===== config.mk =====
export PLATFORM = sky130hd
export DESIGN_NAME = nic_descriptor_dma
export DESIGN_NICKNAME = d
export VERILOG_FILES = /design/src/hdl/nic_dma_pkg.sv /design/src/hdl/nic_descriptor_dma.sv
export VERILOG_INCLUDE_DIRS = /design/src /design/src/hdl
export SDC_FILE = /design/constraint.sdc
export NUM_CORES = 1
export LEC_CHECK = 0
export ABC_AREA = 1
export BUFFER_PORTS_ARGS = -buffer_cell sky130_fd_sc_hd__buf_2
export CAP_MARGIN = 20
export CORE_ASPECT_RATIO = 1.5
export CORE_MARGIN = 8
export CORE_UTILIZATION = 59
export DETAILED_ROUTE_END_ITERATION = 7
export PLACE_DENSITY_LB_ADDON = 0.08
export SLEW_MARGIN = 20
export SYNTH_ARGS = -nofsm -noshare
export SYNTH_HDL_FRONTEND = slang
export SYNTH_SLANG_ARGS = --single-unit

===== constraint.sdc =====
create_clock -name CORE_CLK -period 2.9 [get_ports CORE_CLK]
set_input_delay 0.145 -clock CORE_CLK [delete_from_list [all_inputs] [get_ports CORE_CLK]]
set_output_delay 0.145 -clock CORE_CLK [all_outputs]
set_load 0.03 [all_outputs]

===== src/hdl/nic_dma_defs.svh =====
`ifndef NIC_DMA_DEFS_SVH
`define NIC_DMA_DEFS_SVH
// register offsets
`define OFS_CTRL    8'h00
`define OFS_RX_POLL 8'h04
`define OFS_TX_POLL 8'h08
`define OFS_RX_BASE 8'h0c
`define OFS_TX_BASE 8'h10
`define OFS_STS5    8'h14
`define OFS_CFG15   8'h18
// register fields and reset values
`define CTRL_RX_RUN 0
`define CTRL_TX_RUN 1
`define STS_TX_IRQ  0
`define STS_JAB     3
`define CFG_CSUM    31
`define RST_WORD    32'h0000_0000
`define RESP_OK     2'h0
`define RESP_ERR    2'h2
// descriptor fields
`define D_OWN       31
`define RX_ES       15
`define RX_ALIGN    2
`define RX_CRC      1
`define RX_OVF      0
`define TX_ES       15
`define TX_JAB      14
`define TX_EC       8
`define TX_RSV7     7
`define TX_RSV2     2
`define TX_FUE      1
`define TC_CI       31
`define TC_LAST     30
`define TC_FIRST    29
`define TC_FILTER_TYPE_HIGH     28
`define TC_SETUP    27
`define TC_CRC_OFF  26
`define TC_PAD_OFF  23
`define TC_FILTER_TYPE_LOW     22
`define TC_IP       21
`define TC_TCP      20
`define TC_UDP      19
// line and collision figures
`define SFD_BYTE    8'hab
`define PRE_PAIRS   3'h4
`define EXCESS_COLL 5'h10
`endif


===== src/hdl/nic_dma_pkg.sv =====
package nic_dma_pkg;
  typedef enum logic [2:0] {RX_STOP = 3'h0, RX_FETCH = 3'h1, RX_READY = 3'h2, RX_WB = 3'h3, RX_SUSP = 3'h4} rx_dma_t;
  typedef enum logic [2:0] {TX_STOP = 3'h0, TX_FETCH = 3'h1, TX_SEND = 3'h2, TX_WB = 3'h3, TX_SUSP = 3'h4} tx_dma_t;
  typedef enum logic [1:0] {LIN_IDLE = 2'h0, LIN_PRE = 2'h1, LIN_DATA = 2'h2, LIN_DROP = 2'h3} lin_t;
  typedef struct packed {
    logic       first_segment_marker;
    logic       last_segment_marker;
    logic       setup_frame_marker;
    logic [1:0] filter_type;
    logic       crc_append_off;
    logic       pad_off;
    logic       ip_csum;
    logic       tcp_csum;
    logic       udp_csum;
  } tx_ctrl_t;
  typedef struct packed {
    logic       jabber_timeout_flag;
    logic       carrier_loss_flag;
    logic       no_carrier;
    logic       late_collision_flag;
    logic [4:0] collisions;
    logic       tx_underrun_flag;
    logic       deferred_flag;
    logic       loopback;
  } tx_stat_t;
endpackage


===== src/hdl/nic_descriptor_dma.sv =====
// Chosen here: register access over AXI4-Lite and the placing of the registers.
`timescale 1ns/1ps
`include "nic_dma_defs.svh"
module nic_descriptor_dma
  import nic_dma_pkg::*;
#(
  parameter int ADDR_W = 8
)
(
  // clock and reset
  input  wire logic              CORE_CLK,
  input  wire logic              RST_B,
  // register bus
  input  wire logic [ADDR_W-1:0] AWADDR,
  input  wire logic              AWVALID,
  output logic                   AWREADY,
  input  wire logic [31:0]       WDATA,
  input  wire logic [3:0]        WSTRB,
  input  wire logic              WVALID,
  output logic                   WREADY,
  output logic [1:0]             BRESP,
  output logic                   BVALID,
  input  wire logic              BREADY,
  input  wire logic [ADDR_W-1:0] ARADDR,
  input  wire logic              ARVALID,
  output logic                   ARREADY,
  output logic [31:0]            RDATA,
  output logic [1:0]             RRESP,
  output logic                   RVALID,
  input  wire logic              RREADY,
  // descriptor master port
  output logic                   MEM_REQ,
  output logic                   MEM_WE,
  output logic [31:0]            MEM_ADDR,
  output logic [31:0]            MEM_WDATA,
  input  wire logic              MEM_ACK,
  input  wire logic [31:0]       MEM_RDATA,
  // receive line and mac status
  input  wire logic [1:0]        RXD,
  input  wire logic              RX_DV,
  input  wire logic              RX_CRC_BAD,
  input  wire logic              RX_FIFO_OVF,
  output logic                   RX_BUF_VALID,
  output logic [31:0]            RX_BUF_ADDR,
  // transmit mac
  output logic                   TX_REQ,
  output tx_ctrl_t               TX_CTRL,
  output logic [31:0]            TX_BUF_ADDR,
  output logic [10:0]            TX_BUF_LEN,
  input  wire logic              TX_DONE,
  input  wire tx_stat_t          TX_STAT
);

  // ********************************************************
  // register bus slave
  // ********************************************************
  logic              aw_have_q, w_have_q, bvalid_q, rvalid_q;
  logic [ADDR_W-1:0] aw_addr_q;
  logic [31:0]       w_data_q, rdata_q, rd_data;
  logic [3:0]        w_strb_q;
  logic [1:0]        bresp_q, rresp_q;
  logic              wr_go, wr_hit, rd_hit;
  logic              wr_ctrl, wr_rxb, wr_txb, wr_sts, wr_cfg, rx_poll, tx_poll;
  logic [1:0]        ctrl_q;
  logic [31:0]       rx_base_q, tx_base_q;
  logic              csum_mode_q, tx_irq_q, jab_q, tx_irq_set, jab_set;
  rx_dma_t           rx_st_q;
  tx_dma_t           tx_st_q;

  function automatic logic [31:0] merge(input logic [31:0] old, input logic [31:0] nw, input logic [3:0] st);
    logic [31:0] r;
    r = old;
    for (int i = 0; i < 4; i++)
      if (st[i])
        r[8*i +: 8] = nw[8*i +: 8];
    return r;
  endfunction

  assign AWREADY = !aw_have_q && !bvalid_q;
  assign WREADY  = !w_have_q && !bvalid_q;
  assign ARREADY = !rvalid_q;
  assign BVALID  = bvalid_q;
  assign BRESP   = bresp_q;
  assign RVALID  = rvalid_q;
  assign RDATA   = rdata_q;
  assign RRESP   = rresp_q;
  assign wr_go   = aw_have_q && w_have_q && !bvalid_q;

  always_comb
  begin
    wr_ctrl = 1'b0;
    wr_rxb  = 1'b0;
    wr_txb  = 1'b0;
    wr_sts  = 1'b0;
    wr_cfg  = 1'b0;
    rx_poll = 1'b0;
    tx_poll = 1'b0;
    wr_hit  = 1'b1;
    if (aw_addr_q == ADDR_W'(`OFS_CTRL))
      wr_ctrl = wr_go;
    else if (aw_addr_q == ADDR_W'(`OFS_RX_POLL))
      rx_poll = wr_go;
    else if (aw_addr_q == ADDR_W'(`OFS_TX_POLL))
      tx_poll = wr_go;
    else if (aw_addr_q == ADDR_W'(`OFS_RX_BASE))
      wr_rxb = wr_go;
    else if (aw_addr_q == ADDR_W'(`OFS_TX_BASE))
      wr_txb = wr_go;
    else if (aw_addr_q == ADDR_W'(`OFS_STS5))
      wr_sts = wr_go;
    else if (aw_addr_q == ADDR_W'(`OFS_CFG15))
      wr_cfg = wr_go;
    else
      wr_hit = 1'b0;
  end

  always_comb
  begin
    rd_data = `RST_WORD;
    rd_hit  = 1'b1;
    if (ARADDR == ADDR_W'(`OFS_CTRL))
      rd_data = {30'h0, ctrl_q};
    else if (ARADDR == ADDR_W'(`OFS_RX_POLL) || ARADDR == ADDR_W'(`OFS_TX_POLL))
      rd_data = `RST_WORD;
    else if (ARADDR == ADDR_W'(`OFS_RX_BASE))
      rd_data = rx_base_q;
    else if (ARADDR == ADDR_W'(`OFS_TX_BASE))
      rd_data = tx_base_q;
    else if (ARADDR == ADDR_W'(`OFS_STS5))
      rd_data = {21'h0, tx_st_q, 1'b0, rx_st_q, jab_q, 2'h0, tx_irq_q};
    else if (ARADDR == ADDR_W'(`OFS_CFG15))
      rd_data = {csum_mode_q, 31'h0};
    else
      rd_hit = 1'b0;
  end

  always_ff @(posedge CORE_CLK or negedge RST_B)
  begin
    if (!RST_B)
    begin
      aw_have_q <= 1'b0;
      w_have_q  <= 1'b0;
      aw_addr_q <= '0;
      w_data_q  <= `RST_WORD;
      w_strb_q  <= 4'h0;
      bvalid_q  <= 1'b0;
      bresp_q   <= `RESP_OK;
      rvalid_q  <= 1'b0;
      rdata_q   <= `RST_WORD;
      rresp_q   <= `RESP_OK;
    end
    else
    begin
      if (AWVALID && AWREADY)
      begin
        aw_have_q <= 1'b1;
        aw_addr_q <= AWADDR;
      end
      if (WVALID && WREADY)
      begin
        w_have_q <= 1'b1;
        w_data_q <= WDATA;
        w_strb_q <= WSTRB;
      end
      if (wr_go)
      begin
        aw_have_q <= 1'b0;
        w_have_q  <= 1'b0;
        bvalid_q  <= 1'b1;
        bresp_q   <= wr_hit ? `RESP_OK : `RESP_ERR;
      end
      else if (BREADY && bvalid_q)
        bvalid_q <= 1'b0;
      if (ARVALID && ARREADY)
      begin
        rvalid_q <= 1'b1;
        rdata_q  <= rd_data;
        rresp_q  <= rd_hit ? `RESP_OK : `RESP_ERR;
      end
      else if (RREADY && rvalid_q)
        rvalid_q <= 1'b0;
    end
  end

  // sticky status: a set in the clearing cycle wins
  always_ff @(posedge CORE_CLK or negedge RST_B)
  begin
    if (!RST_B)
    begin
      ctrl_q      <= 2'h0;
      rx_base_q   <= `RST_WORD;
      tx_base_q   <= `RST_WORD;
      csum_mode_q <= 1'b0;
      tx_irq_q    <= 1'b0;
      jab_q       <= 1'b0;
    end
    else
    begin
      if (wr_ctrl && w_strb_q[0])
        ctrl_q <= w_data_q[1:0];
      if (wr_rxb)
        rx_base_q <= merge(rx_base_q, w_data_q, w_strb_q);
      if (wr_txb)
        tx_base_q <= merge(tx_base_q, w_data_q, w_strb_q);
      if (wr_cfg && w_strb_q[3])
        csum_mode_q <= w_data_q[`CFG_CSUM];
      tx_irq_q <= tx_irq_set || (tx_irq_q && !(wr_sts && w_strb_q[0] && w_data_q[`STS_TX_IRQ]));
      jab_q    <= jab_set || (jab_q && !(wr_sts && w_strb_q[0] && w_data_q[`STS_JAB]));
    end
  end

  // ********************************************************
  // receive line: preamble sync and frame length
  // ********************************************************
  logic [1:0]  rxd_s1_q, rxd_s2_q;
  logic        dv_s1_q, dv_s2_q;
  lin_t        lin_q;
  logic [7:0]  sh_q, sh_d;
  logic [2:0]  pre_q;
  logic [15:0] pairs_q;
  logic        odd_pair, frame_start, frame_end;

  always_ff @(posedge CORE_CLK or negedge RST_B)
  begin
    if (!RST_B)
    begin
      rxd_s1_q <= 2'h0;
      rxd_s2_q <= 2'h0;
      dv_s1_q  <= 1'b0;
      dv_s2_q  <= 1'b0;
    end
    else
    begin
      rxd_s1_q <= RXD;
      rxd_s2_q <= rxd_s1_q;
      dv_s1_q  <= RX_DV;
      dv_s2_q  <= dv_s1_q;
    end
  end

  assign sh_d        = {sh_q[5:0], rxd_s2_q};
  assign odd_pair    = (rxd_s2_q == 2'h0) || (rxd_s2_q == 2'h3);
  assign frame_start = (lin_q == LIN_PRE) && dv_s2_q && (sh_d == `SFD_BYTE);
  assign frame_end   = (lin_q == LIN_DATA) && !dv_s2_q;

  always_ff @(posedge CORE_CLK or negedge RST_B)
  begin
    if (!RST_B)
    begin
      lin_q   <= LIN_IDLE;
      sh_q    <= 8'h0;
      pre_q   <= 3'h0;
      pairs_q <= 16'h0;
    end
    else
    begin
      case (lin_q)
        LIN_IDLE:
          if (dv_s2_q)
          begin
            lin_q <= LIN_PRE;
            sh_q  <= {6'h0, rxd_s2_q};
            pre_q <= 3'h1;
          end
        LIN_PRE:
          if (!dv_s2_q)
            lin_q <= LIN_IDLE;
          else if (sh_d == `SFD_BYTE)
          begin
            lin_q   <= LIN_DATA;
            pairs_q <= 16'h0;
          end
          else if (pre_q >= `PRE_PAIRS && odd_pair)
            lin_q <= LIN_DROP;
          else
          begin
            sh_q <= sh_d;
            if (pre_q < `PRE_PAIRS)
              pre_q <= pre_q + 3'h1;
          end
        LIN_DATA:
          if (!dv_s2_q)
            lin_q <= LIN_IDLE;
          else
            pairs_q <= pairs_q + 16'h1;
        default:
          if (!dv_s2_q)
            lin_q <= LIN_IDLE;
      endcase
    end
  end

  // ********************************************************
  // descriptor master engine
  // ********************************************************
  logic        mem_busy_q, mem_who_q, mem_we_q, mem_done_q;
  logic [1:0]  mem_idx_q;
  logic [31:0] mem_addr_q, rx_cur_q, tx_cur_q;
  logic [31:0] rx_desc_q [0:3];
  logic [31:0] tx_desc_q [0:3];
  logic        rx_need, tx_need, rx_mem_done, tx_mem_done;

  assign rx_need     = (rx_st_q == RX_FETCH) || (rx_st_q == RX_WB);
  assign tx_need     = (tx_st_q == TX_FETCH) || (tx_st_q == TX_WB);
  assign rx_mem_done = mem_done_q && !mem_who_q;
  assign tx_mem_done = mem_done_q && mem_who_q;
  assign MEM_REQ     = mem_busy_q;
  assign MEM_WE      = mem_we_q;
  assign MEM_ADDR    = mem_addr_q;
  assign MEM_WDATA   = mem_who_q ? tx_desc_q[mem_idx_q] : rx_desc_q[mem_idx_q];

  always_ff @(posedge CORE_CLK or negedge RST_B)
  begin
    if (!RST_B)
    begin
      mem_busy_q <= 1'b0;
      mem_who_q  <= 1'b0;
      mem_we_q   <= 1'b0;
      mem_done_q <= 1'b0;
      mem_idx_q  <= 2'h0;
      mem_addr_q <= `RST_WORD;
    end
    else
    begin
      mem_done_q <= 1'b0;
      if (mem_busy_q)
      begin
        if (MEM_ACK)
        begin
          mem_addr_q <= mem_addr_q + 32'h4;
          mem_idx_q  <= mem_idx_q + 2'h1;
          if (mem_idx_q == 2'h3)
          begin
            mem_busy_q <= 1'b0;
            mem_we_q   <= 1'b0;
            mem_done_q <= 1'b1;
          end
        end
      end
      else if (!mem_done_q && (rx_need || tx_need))
      begin
        mem_busy_q <= 1'b1;
        mem_who_q  <= !rx_need;
        mem_we_q   <= rx_need ? (rx_st_q == RX_WB) : (tx_st_q == TX_WB);
        mem_idx_q  <= 2'h0;
        mem_addr_q <= rx_need ? rx_cur_q : tx_cur_q;
      end
    end
  end

  // ********************************************************
  // receive process
  // ********************************************************
  logic [31:0] rx_status;
  assign rx_status = {1'b0, 1'b0, pairs_q[15:2], (RX_CRC_BAD || RX_FIFO_OVF), 5'h0, 1'b1, 1'b1, 5'h0,
                      (pairs_q[1:0] != 2'h0), RX_CRC_BAD, RX_FIFO_OVF};
  assign RX_BUF_VALID = (rx_st_q == RX_READY);
  assign RX_BUF_ADDR  = rx_desc_q[2];

  always_ff @(posedge CORE_CLK or negedge RST_B)
  begin
    if (!RST_B)
    begin
      rx_st_q  <= RX_STOP;
      rx_cur_q <= `RST_WORD;
      for (int i = 0; i < 4; i++)
        rx_desc_q[i] <= `RST_WORD;
    end
    else
    begin
      if (mem_busy_q && !mem_who_q && !mem_we_q && MEM_ACK)
        rx_desc_q[mem_idx_q] <= MEM_RDATA;
      case (rx_st_q)
        RX_STOP:
          if (ctrl_q[`CTRL_RX_RUN])
          begin
            rx_cur_q <= rx_base_q;
            rx_st_q  <= RX_FETCH;
          end
        RX_FETCH:
          if (rx_mem_done)
            rx_st_q <= rx_desc_q[0][`D_OWN] ? RX_READY : RX_SUSP;
        RX_READY:
          if (frame_end)
          begin
            rx_desc_q[0] <= rx_status;
            rx_st_q      <= RX_WB;
          end
          else if (!ctrl_q[`CTRL_RX_RUN])
            rx_st_q <= RX_STOP;
        RX_WB:
          if (rx_mem_done)
          begin
            rx_cur_q <= rx_desc_q[3];
            rx_st_q  <= ctrl_q[`CTRL_RX_RUN] ? RX_FETCH : RX_STOP;
          end
        default:
          if (!ctrl_q[`CTRL_RX_RUN])
            rx_st_q <= RX_STOP;
          else if (rx_poll || frame_start)
            rx_st_q <= RX_FETCH;
      endcase
    end
  end

  // ********************************************************
  // transmit process
  // ********************************************************
  logic [31:0] tx_status;
  logic        loss, nocar, late, excess, tx_err;
  assign loss   = TX_STAT.carrier_loss_flag && !TX_STAT.loopback;
  assign nocar  = TX_STAT.no_carrier && !TX_STAT.loopback;
  assign late   = TX_STAT.late_collision_flag && !TX_STAT.tx_underrun_flag;
  assign excess = TX_STAT.collisions >= `EXCESS_COLL;
  assign tx_err = TX_STAT.jabber_timeout_flag || loss || nocar || late || excess || TX_STAT.tx_underrun_flag;
  assign tx_status = {1'b0, 15'h0, tx_err, TX_STAT.jabber_timeout_flag, 2'h0, loss, nocar, late, excess, 1'b0,
                      (excess ? 4'h0 : TX_STAT.collisions[3:0]), 1'b0,
                      TX_STAT.tx_underrun_flag, TX_STAT.deferred_flag};
  assign tx_irq_set = (tx_st_q == TX_SEND) && TX_DONE && tx_desc_q[1][`TC_CI]
                      && (tx_desc_q[1][`TC_LAST] || tx_desc_q[1][`TC_SETUP]);
  assign jab_set    = (tx_st_q == TX_SEND) && TX_DONE && TX_STAT.jabber_timeout_flag;

  assign TX_REQ      = (tx_st_q == TX_SEND);
  assign TX_BUF_ADDR = tx_desc_q[2];
  assign TX_BUF_LEN  = tx_desc_q[1][10:0];
  assign TX_CTRL.first_segment_marker = tx_desc_q[1][`TC_FIRST];
  assign TX_CTRL.last_segment_marker  = tx_desc_q[1][`TC_LAST];
  assign TX_CTRL.setup_frame_marker   = tx_desc_q[1][`TC_SETUP];
  assign TX_CTRL.filter_type = tx_desc_q[1][`TC_SETUP] ? {tx_desc_q[1][`TC_FILTER_TYPE_HIGH], tx_desc_q[1][`TC_FILTER_TYPE_LOW]} : 2'h0;
  assign TX_CTRL.crc_append_off = tx_desc_q[1][`TC_CRC_OFF] && tx_desc_q[1][`TC_FIRST];
  assign TX_CTRL.pad_off  = tx_desc_q[1][`TC_PAD_OFF];
  assign TX_CTRL.ip_csum  = tx_desc_q[1][`TC_IP] && csum_mode_q;
  assign TX_CTRL.tcp_csum = tx_desc_q[1][`TC_TCP] && csum_mode_q;
  assign TX_CTRL.udp_csum = tx_desc_q[1][`TC_UDP] && csum_mode_q;

  always_ff @(posedge CORE_CLK or negedge RST_B)
  begin
    if (!RST_B)
    begin
      tx_st_q  <= TX_STOP;
      tx_cur_q <= `RST_WORD;
      for (int i = 0; i < 4; i++)
        tx_desc_q[i] <= `RST_WORD;
    end
    else
    begin
      if (mem_busy_q && mem_who_q && !mem_we_q && MEM_ACK)
        tx_desc_q[mem_idx_q] <= MEM_RDATA;
      case (tx_st_q)
        TX_STOP:
          if (ctrl_q[`CTRL_TX_RUN])
          begin
            tx_cur_q <= tx_base_q;
            tx_st_q  <= TX_FETCH;
          end
        TX_FETCH:
          if (tx_mem_done)
            tx_st_q <= tx_desc_q[0][`D_OWN] ? TX_SEND : TX_SUSP;
        TX_SEND:
          if (TX_DONE)
          begin
            tx_desc_q[0] <= tx_status;
            tx_st_q      <= TX_WB;
          end
        TX_WB:
          if (tx_mem_done)
          begin
            tx_cur_q <= tx_desc_q[3];
            if (tx_desc_q[0][`TX_FUE] || tx_desc_q[0][`TX_JAB])
              tx_st_q <= TX_SUSP;
            else
              tx_st_q <= ctrl_q[`CTRL_TX_RUN] ? TX_FETCH : TX_STOP;
          end
        default:
          if (!ctrl_q[`CTRL_TX_RUN])
            tx_st_q <= TX_STOP;
          else if (tx_poll)
            tx_st_q <= TX_FETCH;
      endcase
    end
  end
endmodule


After elaboration in Yosys (flattened, before gate mapping) --
Cells that the tools add are included. W data, S select, Z words.
Word-level totals: word-level logic and storage cells 350, bits in latches 0, RAM bits 0, output and inout port bits 194, bits in registers 550, ROM bits 0, memories kept 0
Operators by class: mux-type cells 142, $mul 0, reduce and logical (&&, ||, !) cells 105, magnitude comparators 5, $add $sub $neg 4, equal/unequal tests 44, shift operators 0, divide/modulo/power cells 0, bitwise gates (word level) 2
Operators by type and width (number):
- $mux W32 | 24
- $bwmux W128 | 2
- $mux W128 | 2
- $bmux W32 S2 | 2
- $pmux W32 S2 | 2
- $demux W32 S2 | 1
- $mux W1 | 63
- $mux W3 | 21
- $eq A8 B5 Y1 const B | 6
- $mux W16 | 3
- $logic_and A1 B1 Y1 | 41
- $add A32 B3 Y32 const B | 1
- $eq A8 B4 Y1 const B | 4
- $pmux W16 S2 | 1
- $mux W6 | 4
- $ne A2 B2 Y1 const B | 12
- $pmux W3 S4 | 2
- $mux W2 | 11
- $reduce_and A2 Y1 | 10
- $reduce_bool A2 Y1 | 10
- $add A16 B1 Y16 const B | 1
- $eq A8 B3 Y1 const B | 2
- $logic_not A8 Y1 | 2
- $logic_or A1 B1 Y1 | 16
- 30 further kinds | 59

Logic depth before layout (Yosys ltp) --
Gate-level depths: netlist (run 1).
depth after elaboration 13, mapped depth 11, mapped depth without buffers 11

Worst setup path before layout (run 1) --
OpenSTA, ideal clock, no wires.
path type reg-to-reg, start point register mem_idx_q[0], end point register tx_desc_q[113] in the netlist's numbering, period minus slack after synthesis 2.078 ns, stages on the path, launching flop included 9, arrival time 1.998 ns, path slack 0.822 ns, library setup time 0.079 ns, buffers on the path 4, path through dfrtp_1 -> inv_1 -> buf_2 -> clkbuf_1 -> ha_1 -> clkbuf_1 -> clkbuf_1 -> nand3_1 -> a21oi_1
Between the ends: longest elaborated chain between the ends 9
Ends and longest elaborated chain:
- from (decl) | RTL line nic_descriptor_dma.sv:297 | logic [1:0] mem_idx_q;
- from (signal assigned) | RTL line nic_descriptor_dma.sv:331 | mem_idx_q <= mem_idx_q + 2'h1;
- $not A2 Y3 (not written as such) * | RTL line nic_descriptor_dma.sv:448 | tx_desc_q[mem_idx_q] <= MEM_RDATA;
- $ge A3 B3 Y1 (not written as such) or $lt A3 B1 Y1 (tied branches) | RTL line nic_descriptor_dma.sv:448
- $logic_and A1 B1 Y1 (not written as such) | RTL line nic_descriptor_dma.sv:448
- $mux W32 (not written as such) | RTL line nic_descriptor_dma.sv:448
- $demux W32 S2 * | RTL line nic_descriptor_dma.sv:448
- $bwmux W128 * | RTL line nic_descriptor_dma.sv:448
- $mux W128 * | RTL line nic_descriptor_dma.sv:447 | if (mem_busy_q && mem_who_q && !mem_we_q && MEM_ACK)
- $mux W32 | RTL line nic_descriptor_dma.sv:460 | if (TX_DONE)
- $mux W32 * | RTL line nic_descriptor_dma.sv:449 | case (tx_st_q)
- to (signal, indexed assignment) | RTL line nic_descriptor_dma.sv:443 | tx_desc_q[i] <= `RST_WORD;
- to (decl) | RTL line nic_descriptor_dma.sv:300 | logic [31:0] tx_desc_q [0:3];
Every way passes the cells marked *; elsewhere a longest branch is shown, timed or not. A chain may end at the register's enable or synchronous reset.

Worst setup path in the final report (run 1) --
start point register mem_idx_q[1], end point output MEM_WDATA[21]
Between the ends: longest elaborated chain between the ends 5
Ends and longest elaborated chain:
- $not A2 Y3 (not written as such) * | RTL line nic_descriptor_dma.sv:310 | assign MEM_WDATA = mem_who_q ? tx_desc_q[mem_idx_q] : rx_desc_q[mem_idx_q];
- $bmux W32 S2 | RTL line nic_descriptor_dma.sv:310
- $mux W32 (not written as such) (2 in series) | RTL line nic_descriptor_dma.sv:310
- $mux W32 * | RTL line nic_descriptor_dma.sv:310
- to (decl) | RTL line nic_descriptor_dma.sv:35 | output logic [31:0] MEM_WDATA,
Every way passes the cells marked *; elsewhere a longest branch is shown, timed or not. The select of a mux whose other input is x is not followed.

==> metrics, run 1 <==
status finished clean; Sequential Power Share 0.364; clock network fraction of design power 0.187; synthesis warning total 0; CP Class reg -> out; Final Net Count 3,695; setup tns final 0 ns; pwr dens approximately 1200 nW/um^2; R2R Setup Slk around 0.14 ns; Routed Wire Length approximately 92,000 um; syn_area_per_cell 8.19 um^2; Internal approximately 19,000 uW; number of enable flip-flop cells after synthesis 0; CTS Root Cell clkbuf_16; # setup viols final 0; clock buffer count from CTS 52; Vias/cell 5.94; GP Congestion 0.936; worst path arrival time 2.70 ns; I/O Buffers between 300 and 400; Leakage between 0.015 and 0.02 uW; Slew @ Worst Pin 0.848 ns; startpoint types flop; CTS max path bufs 3; asr flop ratio synth 1.00; CTS tree yes; I/O pins ~300; relative slew slack 0.434; Area Overhead vs Synth 15.1%; sequential area share after synthesis 0.503; WP data required approximately 2.8 ns; Die Ht about 280 um; fraction of layout cells with a size suffix above 1 0.177; Post-Syn Area around 27,000 um^2; CP Capture Type primary output; combinational fraction of design power 0.449; grt ovf 0; Final HPWL DP about 66,000 um; Maximum Capacitance Violations 0; max-slew violation count 0; Worst-path clk slew approximately 0.060 ns; worst vdd ir roughly 0.91 mV; #FFs+latches synth ~550; Post-CTS Setup Inserts 0; max frequency between 300 and 400 MHz; Die X between 150 and 200 um; Post-Synthesis Cells around 3,300; DP Area 28,700 um^2; clock latency on the worst-skew pair roughly 0.6 ns; core area 45,600 um^2; initial core utilization 0.597; initial antenna violation count 0; Sw Ratio 0.468; die area 53,500 um^2; critical-path maximum fanout 31; CTS H-Tree Depth 2; final hold violation count 0; vias in the first global route around 25,000; antenna viol nets, final 0; post-synthesis cell type count 47; CTS Sinks between 500 and 600; DR vias between 20,000 and 25,000; Row Count 96; Final min period around 2.8 ns; Most used DFF post-synth dfrtp_1; final instance area approximately 31,000 um^2; # DRC 0; First-pass DRT Iterations 6; first-pass GRT wire length approximately 140,000 um; Routed WL per cell 22.0 um; Tot GR Track Use 0.343; largest net degree at the start of global routing 104; Net Sw Power roughly 17,000 uW; drt initial violations 2,595; fin crit share 0.981; RSZ-0062 raised after global routing no; Hold WC Path Type in -> reg; Layout Skew 0.0152 ns
[layer usage]
| metal | up-vias | share of wire | track usage |
|---|---|---|---|
| met5 | - | 0 | 0 |
| met4 | 0 | 0.057 | 0.179 |
| met3 | 272 | 0.085 | 0.0532 |
| met2 | 1273 | 0.47 | 0.555 |
| met1 | 12100 | 0.39 | 0.442 |
| li1 | 11400 | - | - |
[cell families (layout without fill, tap and decap cells)]
| kind of cell | count (synthesis) | in the layout | synth area share |
|---|---|---|---|
| buffers and inverters | 572 | 859 | 0.0979 |
| AOI/OAI and AO/OA | 994 | 994 | 0.204 |
| and+or+nand+nor | 1177 | 1177 | 0.181 |
| xor gates and xnor gates | 5 | 5 | 0.00161 |
| other | 1 | 3 | 0.000138 |
| DFF | 548 | 548 | 0.503 |
| adders and majority gates | 10 | 10 | 0.00459 |
| muxes | 21 | 21 | 0.00822 |
[Yosys cell counts (5+ instances only)]
library cell / instances / share of area
nor2_4: 5 / 0.0021
clkbuf_1: 103 / 0.014
inv_2: 16 / 0.0022
nand2_4: 8 / 0.0033
nand3b_1: 11 / 0.0030
mux2i_1: 10 / 0.0037
nand4_1: 36 / 0.0083
ha_1: 10 / 0.0046
mux2_2: 11 / 0.0045
inv_1: 282 / 0.039
nand3_2: 5 / 0.0018
o21ai_2: 57 / 0.018
nand2_1: 709 / 0.098
nand2_2: 28 / 0.0064
o22ai_1: 31 / 0.0071
nor2_2: 27 / 0.0062
a21oi_1: 219 / 0.040
buf_2: 48 / 0.0088
buf_6: 16 / 0.0066
a21oi_2: 28 / 0.0090
dfrtp_1: 548 / 0.50
buf_4: 90 / 0.025
nor3_1: 13 / 0.0024
buf_1: 12 / 0.0017
nor2_1: 267 / 0.037
o21ai_1: 209 / 0.038
o21ai_0: 343 / 0.063
nand3_1: 64 / 0.012
a31oi_1: 40 / 0.0092
o211ai_1: 56 / 0.015
[final timing paths]
| path | from | to | cells after the start |
|---|---|---|---|
| setup / recovery | mem_idx_q[1]$_DFFE_PN0P_ | MEM_WDATA[21] | 8 |
| hold / removal | ARVALID | RDATA[8]$_DFFE_PN0P_ | 5 |
| setup reg to reg | tx_st_q[2]$_DFFE_PN0P_ | tx_desc_q[102]$_DFF_PN0_ | 9 |
| hold reg to reg | dv_s1_q$_DFF_PN0_ | dv_s2_q$_DFF_PN0_ | 0 |
| max in group asynchronous | RST_B | tx_cur_q[18]$_DFFE_PN0P_ | 3 |
| min in group asynchronous | RST_B | RDATA[5]$_DFFE_PN0P_ | 2 |
[per-stage QoR]
stage,std cells,worst slack (ns),total power [uW],hold slack [ns],utilization
floorplan,3329,0.822,24200,-0.151,-
global placement,4008,0.805,28600,0.171,0.629
detailed placement,4008,0.766,29100,0.178,0.629
CTS,4203,0.0166,36100,0.00163,0.687
global route,4204,0.0432,38400,0.0397,0.687
finish,4205,0.0562,36200,0.0222,0.687
[power by group through the flow]
stage | sequential, uW | clock [uW] | combinational, uW
finish | 13200 | 6790 | 16300
global route | 13500 | 7150 | 17700
CTS | 13100 | 6850 | 16100
detailed placement | 13200 | 0 | 15900
global placement | 13100 | 0 | 15600
floorplan | 12700 | 0 | 11500
[worst max-delay path, stage by stage, from the launching register on]
cell,delay [ns]
dfrtp_2,0.43
clkinv_1,0.07
buf_4,0.36
buf_4,0.35
o21ai_0,0.24
o22ai_1,0.26
nand2_1,0.08
nand2_1,0.10
buf_2,0.20
[final cells by class]
cell class,count,area [um^2]
diodes,1,2.50
clock buffers,77,1510
clock inverters,18,153
fillers,3794,14300
inverters,303,1140
multi-input cells,2209,10900
flip-flops and latches,548,13700
well taps,588,736
repair buffers,461,3200
[placed cells by master (no fill, tap or decap), types with 3 or more instances in the layout]
| cell | n |
|---|---|
| o22ai_1 | 31 |
| clkbuf_8 | 9 |
| clkbuf_1 | 15 |
| dlygate4sd3_1 | 101 |
| o21ai_2 | 57 |
| a21oi_2 | 28 |
| buf_12 | 18 |
| nand3_2 | 7 |
| clkbuf_16 | 53 |
| dfrtp_2 | 3 |
| nor3_1 | 13 |
| nand2_2 | 31 |
| nor2_1 | 266 |
| mux2_2 | 11 |
| nor2_4 | 5 |
| buf_2 | 300 |
| nand2_1 | 706 |
| ha_1 | 10 |
| nand4_1 | 36 |
| clkinv_2 | 12 |
| o21ai_1 | 209 |
| clkinv_1 | 4 |
| inv_1 | 281 |
| buf_4 | 41 |
| a31oi_1 | 40 |
| dfrtp_1 | 544 |
| o21bai_1 | 3 |
| o21ai_0 | 343 |
| nor2_2 | 28 |
| nand3b_1 | 11 |
| o211ai_1 | 56 |
| nand2_4 | 8 |
| inv_2 | 16 |
| nand3_1 | 62 |
| mux2i_1 | 10 |
| xor2_1 | 4 |
| a21oi_1 | 219 |
[repair_timing]
action                                 4_1_cts  5_1_grt
endpoints found under the hold margin      279        2
setup endpoints to repair                    0        1
hold buffers                               100        1
resized for setup                            0        4
No activity file was read; power rests on OpenSTA's default activity.
==> inputs of run 2 (changes only) <==
ABC_AREA = not set   (was 1)
==> run 2 against run 1 <==
Net effect: register-to-register slack about the same; synthesized cell count decreased by 34%; highest routed layer unchanged; clock skew decreased by 0.0024 ns; via count decreased by 23%; die area decreased by 4.7%; critical path depth decreased by 4.
==> metrics, run 2 <==
asr flop ratio synth 1.00 (unchanged); I/O Buffers 301 (unchanged); initial antenna violation count 2 (+2); Post-Synthesis Cells 2,198 (-34%); Most used DFF post-synth dfrtp_1; relative slew slack 0.388 (-0.0457); # DRC 0 (unchanged); clock latency on the worst-skew pair 0.59 ns (about the same); status finished clean; number of fill cells 3,143 (-17%); most frequent cells in the layout 545 x dfrtp_1, 339 x mux2_2, 300 x buf_2; Final Net Count 2,638 (-29%); sequential area share after synthesis 0.530 (+0.0265); CTS Sinks 548 (unchanged); I/O pins 304 (unchanged); Vias/cell 6.14 (+3.4%); Area Overhead vs Synth 18.8%; CP Capture Type primary output; Synth area leaders dfrtp_1 53%, mux2_2 15%, mux4_2 5.6%; fin crit share 0.962 (-0.0191); #FFs+latches synth 548 (unchanged); Tot GR Track Use 0.300 (-0.0430); largest family of logic cells by synthesized area multiplexers; # setup viols final 0 (unchanged); Worst-path clk slew 0.06 ns (about the same); Post-Synth Adder-Cell Area 0.00483 (+0.000242); Slowest cell on crit path dfrtp_2; Die X 187 um (-2.3%); pwr dens 1100 nW/um^2 (-4.4%); simple logic cell fraction of the synthesized area 0.0976 (-0.0832); worst hold slack 0.0621 ns (+0.0399 ns); drt initial violations 1,508 (-42%); Post-Syn Area 25,900 um^2 (-5.0%); Final HPWL DP 54,400 um (-17%); GP Congestion 0.890 (-4.9%); First-pass DRT Iterations 5 (-1); first-pass GRT wire length 120,000 um (-16%); commonest non-fill, non-tap cell in the layout dfrtp_1; multiplexer share of the synthesized area 0.240 (+0.232); crit-path cells buf_4 -> mux4_2 -> mux2_2 -> buf_2; grt ovf 0 (unchanged); top-area cell type share of the netlist area 0.530 (+0.0265); post-synthesis cell type count 62 (+32%); initial core utilization 0.593 (-0.00375); CTS tree yes; number of enable flip-flop cells after synthesis 0 (unchanged); Synth area leader dfrtp_1; Maximum Capacitance Violations 0 (unchanged); WP data required 2.76 ns (about the same); die area 51,000 um^2 (-4.7%); top cells by count, synth 548 x dfrtp_1, 339 x mux2_2, 260 x nand2_1; core area 43,600 um^2 (-4.4%); Routed WL per cell 24.6 um (+12%); R2R Setup Slk 0.15 ns (about the same); setup tns final 0 ns (unchanged); synthesis warning total 0 (unchanged); CTS Root Cell clkbuf_16; final hold violation count 0 (unchanged); worst path arrival time 2.64 ns (-0.06 ns); RSZ-0062 raised after global routing no; fraction of layout cells with a size suffix above 1 0.346 (+0.168); Hold WC Path Type in -> reg; Buf/Inv on CP 2 (-2); clock buffer count from CTS 53 (+1.9%); critical-path maximum fanout 32 (+3.2%); CTS max path bufs 3 (unchanged); most frequent cell after synthesis dfrtp_1; DR vias 19,300 (-23%); Layout Skew 0.0128 ns (-0.00240 ns); Die Ht 273 um (-2.4%); max-slew violation count 0 (unchanged); max frequency 359 MHz (+2.0%); worst vdd ir 0.860 mV (-5.2%); CTS H-Tree Depth 2 (unchanged); Row Count 94 (-2.1%); syn_area_per_cell 11.8 um^2 (+44%); Leakage 0.0146 uW (-4.3%); Routed Wire Length 77,300 um (-16%); CP Class reg -> out; Slew @ Worst Pin 0.910 ns (+0.0611 ns); largest net degree at the start of global routing 98 (-5.8%); antenna viol nets, final 0 (unchanged); Post-Synth XOR/XNOR Area 0.00440 (+0.00279); vias in the first global route 19,800 (-19%); Max stage delay on crit path 0.63 ns (+0.20 ns); startpoint types flop; Compound-Gate Fraction of Synth Area 0.0774 (-0.126); delay-heaviest family, CP multiplexers; Final min period 2.79 ns (-0.0554 ns)
[run 2: changes by cell type after synthesis, sizes merged, moves of 29 or more]
cell    before  now
mux2        11  340
a22oi        1   31
buf        166  129
o21ai      609   89
nor2       299  146
mux2i       10   94
inv        299   16
a21oi      247  119
o22ai       31    0
o211ai      56    3
nand2      745  264
nand3       69   40
mux4         0   64
[run 2: what timing repair did]
| item | in CTS | in global routing |
|---|---|---|
| resized for setup | 1 | 0 |
| setup endpoints to repair | 9 | 16 |
| hold buffers | 110 | 0 |
| hold endpoints to repair | 389 | 0 |
| setup buffers | 0 | 1 |
[run 2: final timing paths]
kind                                          start                    endpoint  depth (start not counted)
setup / recovery           mem_idx_q[1]$_DFFE_PN0P_               MEM_WDATA[14]                          4
hold / removal                              ARVALID       RDATA[31]$_DFFE_PN0P_                          3
setup reg to reg           mem_idx_q[1]$_DFFE_PN0P_     tx_desc_q[97]$_DFF_PN0_                          6
hold reg to reg                   dv_s1_q$_DFF_PN0_           dv_s2_q$_DFF_PN0_                          0
max in group asynchronous                     RST_B  asynchronous set/reset pin                          3
min in group asynchronous                     RST_B    aw_addr_q[1]$_DFFE_PN0P_                          2
[run 2: through the flow]
stage               worst slack (ns)  cells  area (um^2)  utilization  total power [uW]
floorplan                      0.542   2199        25900            -             22400
global placement               0.518   2928        27800        0.636             25900
detailed placement             0.476   2928        27800        0.636             26300
CTS                          0.00116   3135        30700        0.705             34000
global route                  0.0305   3138        30800        0.705             35600
finish                         0.112   3139        30800        0.705             34000
[run 2: area by class of cell]
class | count | area [um^2] | area share
Antenna cell | 3 | 7.51 | 0.000244
Clock buffer | 75 | 1580 | 0.0514
Clock inverter | 22 | 299 | 0.00972
Inverter | 16 | 60.1 | 0.00195
Multi-Input combinational cell | 1422 | 11000 | 0.359
Sequential cell | 548 | 13700 | 0.446
Tap cell | 576 | 721 | 0.0234
Timing Repair Buffer | 477 | 3350 | 0.109
[run 2: report_power, final]
group	internal, uW	switching [uW]	total [uW]
clock	4420	3040	7460
combinational	5820	7310	13100
sequential	10400	2970	13400
[run 2: per-layer routing]
layer	wire length (um)	GRT usage	vias up
met5	0	0	-
met4	3330	0.129	0
met3	5430	0.0512	157
met2	38000	0.496	783
met1	30500	0.390	9912
li1	-	-	8437
[run 2: worst register-to-register path: stages, from the launching register on]
cell and delay [ns]:
dfrtp_2 0.57, inv_1 0.17, ha_1 0.22, and2_1 0.71
mux2i_1 0.28, o21ai_0 0.10, dlygate4sd3_1 0.57
[run 2: logic make-up after synthesis]
logic type      after synthesis
other cells                   1
fa+ha+maj                    10
mux                         498
simple gates                565
xor+xnor                     13
buf+inv                     229
flops                       548
compound gates              334
==> inputs of run 3 (changes only) <==
CORE_UTILIZATION = 36   (was 59)
PLACE_DENSITY_LB_ADDON = not set   (was 0.08)
==> run 3 against run 2 <==
Net effect: via count decreased by 0.82%; combinational power about the same; critical endpoint is now MEM_WDATA[17]; non-clock buffer count is 14 higher; worst setup slack got worse by 0.016 ns; sequential share of layout area is 0.74 points lower; largest cell class unchanged; clock skew grew 0.010 ns.
==> metrics, run 3 (synthesized netlist as in run 2, its figures left out) <==
post-layout util 0.439 (-0.266); Maximum Capacitance Violations 0 (unchanged); Slowest cell on crit path mux4_2; RSZ-0062 raised after global routing no; first-pass GRT wire length 130,000 um (+8.4%); CTS tree yes; worst reg2reg startpoint tx_st_q[1]$_DFFE_PN0P_; drt initial violations 1,609 (+6.7%); grt ovf 0 (unchanged); worst vdd ir 0.966 mV (+12%); DP Area 28,200 um^2 (+1.5%); Vias/cell 5.48 (-11%); First-pass DRT Iterations 5 (unchanged); CTS Sinks 548 (unchanged); number of fill cells 6,487 (+110%); Area Overhead vs Synth 20.9%; I/O pins 304 (unchanged); Layout Skew 0.0231 ns (+0.0103 ns); most frequent cells in the layout 543 x dfrtp_1, 339 x mux2_2, 300 x buf_2; worst path arrival time 2.66 ns (+0.02 ns); CTS Root Cell clkbuf_16; footprint of the multi-input gates 11,000 um^2 (about the same); Routed Wire Length 85,400 um (+10%); max frequency 357 MHz (-0.56%); R2R Setup Slk 0.17 ns (+0.02 ns); Hold Crit Start ARADDR[2]; clock latency on the worst-skew pair 0.63 ns (+0.04 ns); CP Class reg -> out; startpoint types flop; max-slew violation count 0 (unchanged); fin crit share 0.967 (+0.00545); total power 34,500 uW (+1.6%); I/O Buffers 301 (unchanged); Hold Crit Depth 4 (+1); setup tns final 0 ns (unchanged); Reg area 13,700 um^2 (about the same); commonest non-fill, non-tap cell in the layout dfrtp_1; Slew @ Worst Pin 0.732 ns (-0.178 ns); vias in the first global route 20,200 (+1.9%); Final min period 2.80 ns (+0.0158 ns); CP Capture Type primary output; Post-Place Cells 3,274 (+12%); worst reg-to-reg path cell count 8 (+2); final instance area 31,300 um^2 (+1.7%); Final HPWL DP 63,200 um (+16%); initial antenna violation count 4 (+2); status finished clean; Tot GR Track Use 0.208 (-0.0927); core area 71,300 um^2 (+63%); pwr dens 1100 nW/um^2 (-0.12%); GP Congestion 0.877 (-1.4%); crit-path cells buf_16 -> mux4_2 -> mux2_2 -> buf_2; critical-path maximum fanout 43 (+34%); Row Count 120 (+28%); Max stage delay on crit path 0.58 ns (-0.05 ns); Die X 235 um (+26%); Hold WC Path Type in -> reg; Leakage 0.0147 uW (+0.26%); CTS H-Tree Depth 2 (unchanged); Die Ht 344 um (+26%); largest net degree at the start of global routing 81 (-17%); Final Net Count 2,653 (+0.57%); RR Endpoint tx_desc_q[99]$_DFF_PN0_; # setup viols final 0 (unchanged); initial core utilization 0.363 (-0.230); fraction of layout cells with a size suffix above 1 0.347 (+0.00175); WP data required 2.76 ns (about the same); die area 80,900 um^2 (+59%); Worst-path clk slew 0.07 ns (about the same); clock buffer count from CTS 54 (+1.9%); CTS max path bufs 3 (unchanged); antenna viol nets, final 0 (unchanged); fin cells 3,490 (+11%); DR vias 19,100 (-0.82%); hold endpoint RRESP[1]$_DFFE_PN0P_; # DRC 0 (unchanged); final hold violation count 0 (unchanged); Routed WL per cell 24.5 um (-0.62%); relative slew slack 0.512 (+0.124)
run 3: cell count changes in the layout (fill, tap and decap cells not counted), sizes merged:
cell / previous run / this run
dlygate4sd3: 110 / 118
buf: 367 / 373
clkbuf: 75 / 69
bufinv: 7 / 10
clkinv: 12 / 9
inv: 18 / 21
clkinvlp: 1 / 3
diode: 3 / 2
run 3: per-layer routing:
layer,up-vias,routed length [um],track usage
li1,8472,-,-
met1,9881,35200,0.259
met2,604,41500,0.350
met3,169,4550,0.0367
met4,4,4040,0.0965
met5,-,31,0
run 3: metrics by stage:
step	worst slack, ns	hold slack (ns)
4_1_cts	0.0358	0.0293
5_1_grt	0.0106	0.0600
3_3_place_gp	0.405	0.212
3_5_place_dp	0.370	0.209
6_report	0.0958	0.0680
2_1_floorplan	0.542	-0.151
run 3: critical path, delay by kind of cell (launching register included):
kind	cells	cell delay, ns
muxes	2	0.90
buffers and inverters	2	0.50
DFF	1	0.54
run 3: worst max-delay path by stage:
stage | startpoint | endpoint | slack (ns)
after floorplan | BVALID$_DFFE_PN0P_ | w_data_q[10]$_DFFE_PN0P_ | 0.54
after global placement | aw_addr_q[5]$_DFFE_PN0P_ | tx_base_q[11]$_DFFE_PN0P_ | 0.40
after detailed placement | aw_addr_q[5]$_DFFE_PN0P_ | tx_base_q[10]$_DFFE_PN0P_ | 0.37
after CTS | tx_st_q[1]$_DFFE_PN0P_ | tx_desc_q[106]$_DFF_PN0_ | 0.04
after global routing | mem_idx_q[0]$_DFFE_PN0P_ | MEM_WDATA[17] | 0.01
final | mem_idx_q[0]$_DFFE_PN0P_ | MEM_WDATA[17] | 0.1
run 3: power by group:
group,switching (uW),internal (uW),leakage [uW]
clock,3180,4560,0.000941
combinational,7570,5860,0.00670
sequential,2930,10400,0.00702
run 3: area by class of cell:
type | count | share of cell area
sequential | 548 | 0.438
multi-input combinational | 1422 | 0.353
timing repair buffer | 491 | 0.109
clock buffer | 69 | 0.0479
tap | 915 | 0.0366
clock inverter | 27 | 0.0136
inverter | 16 | 0.00192
antenna | 2 | 0.000160
run 3: timing repair:
| item | CTS | global route |
|---|---|---|
| hold buffers | 118 | 0 |
| endpoints found under the setup margin | 0 | 7 |
| buffers inserted | 0 | 0 |
| endpoints found under the hold margin | 371 | 0 |
| resized for setup | 0 | 4 |
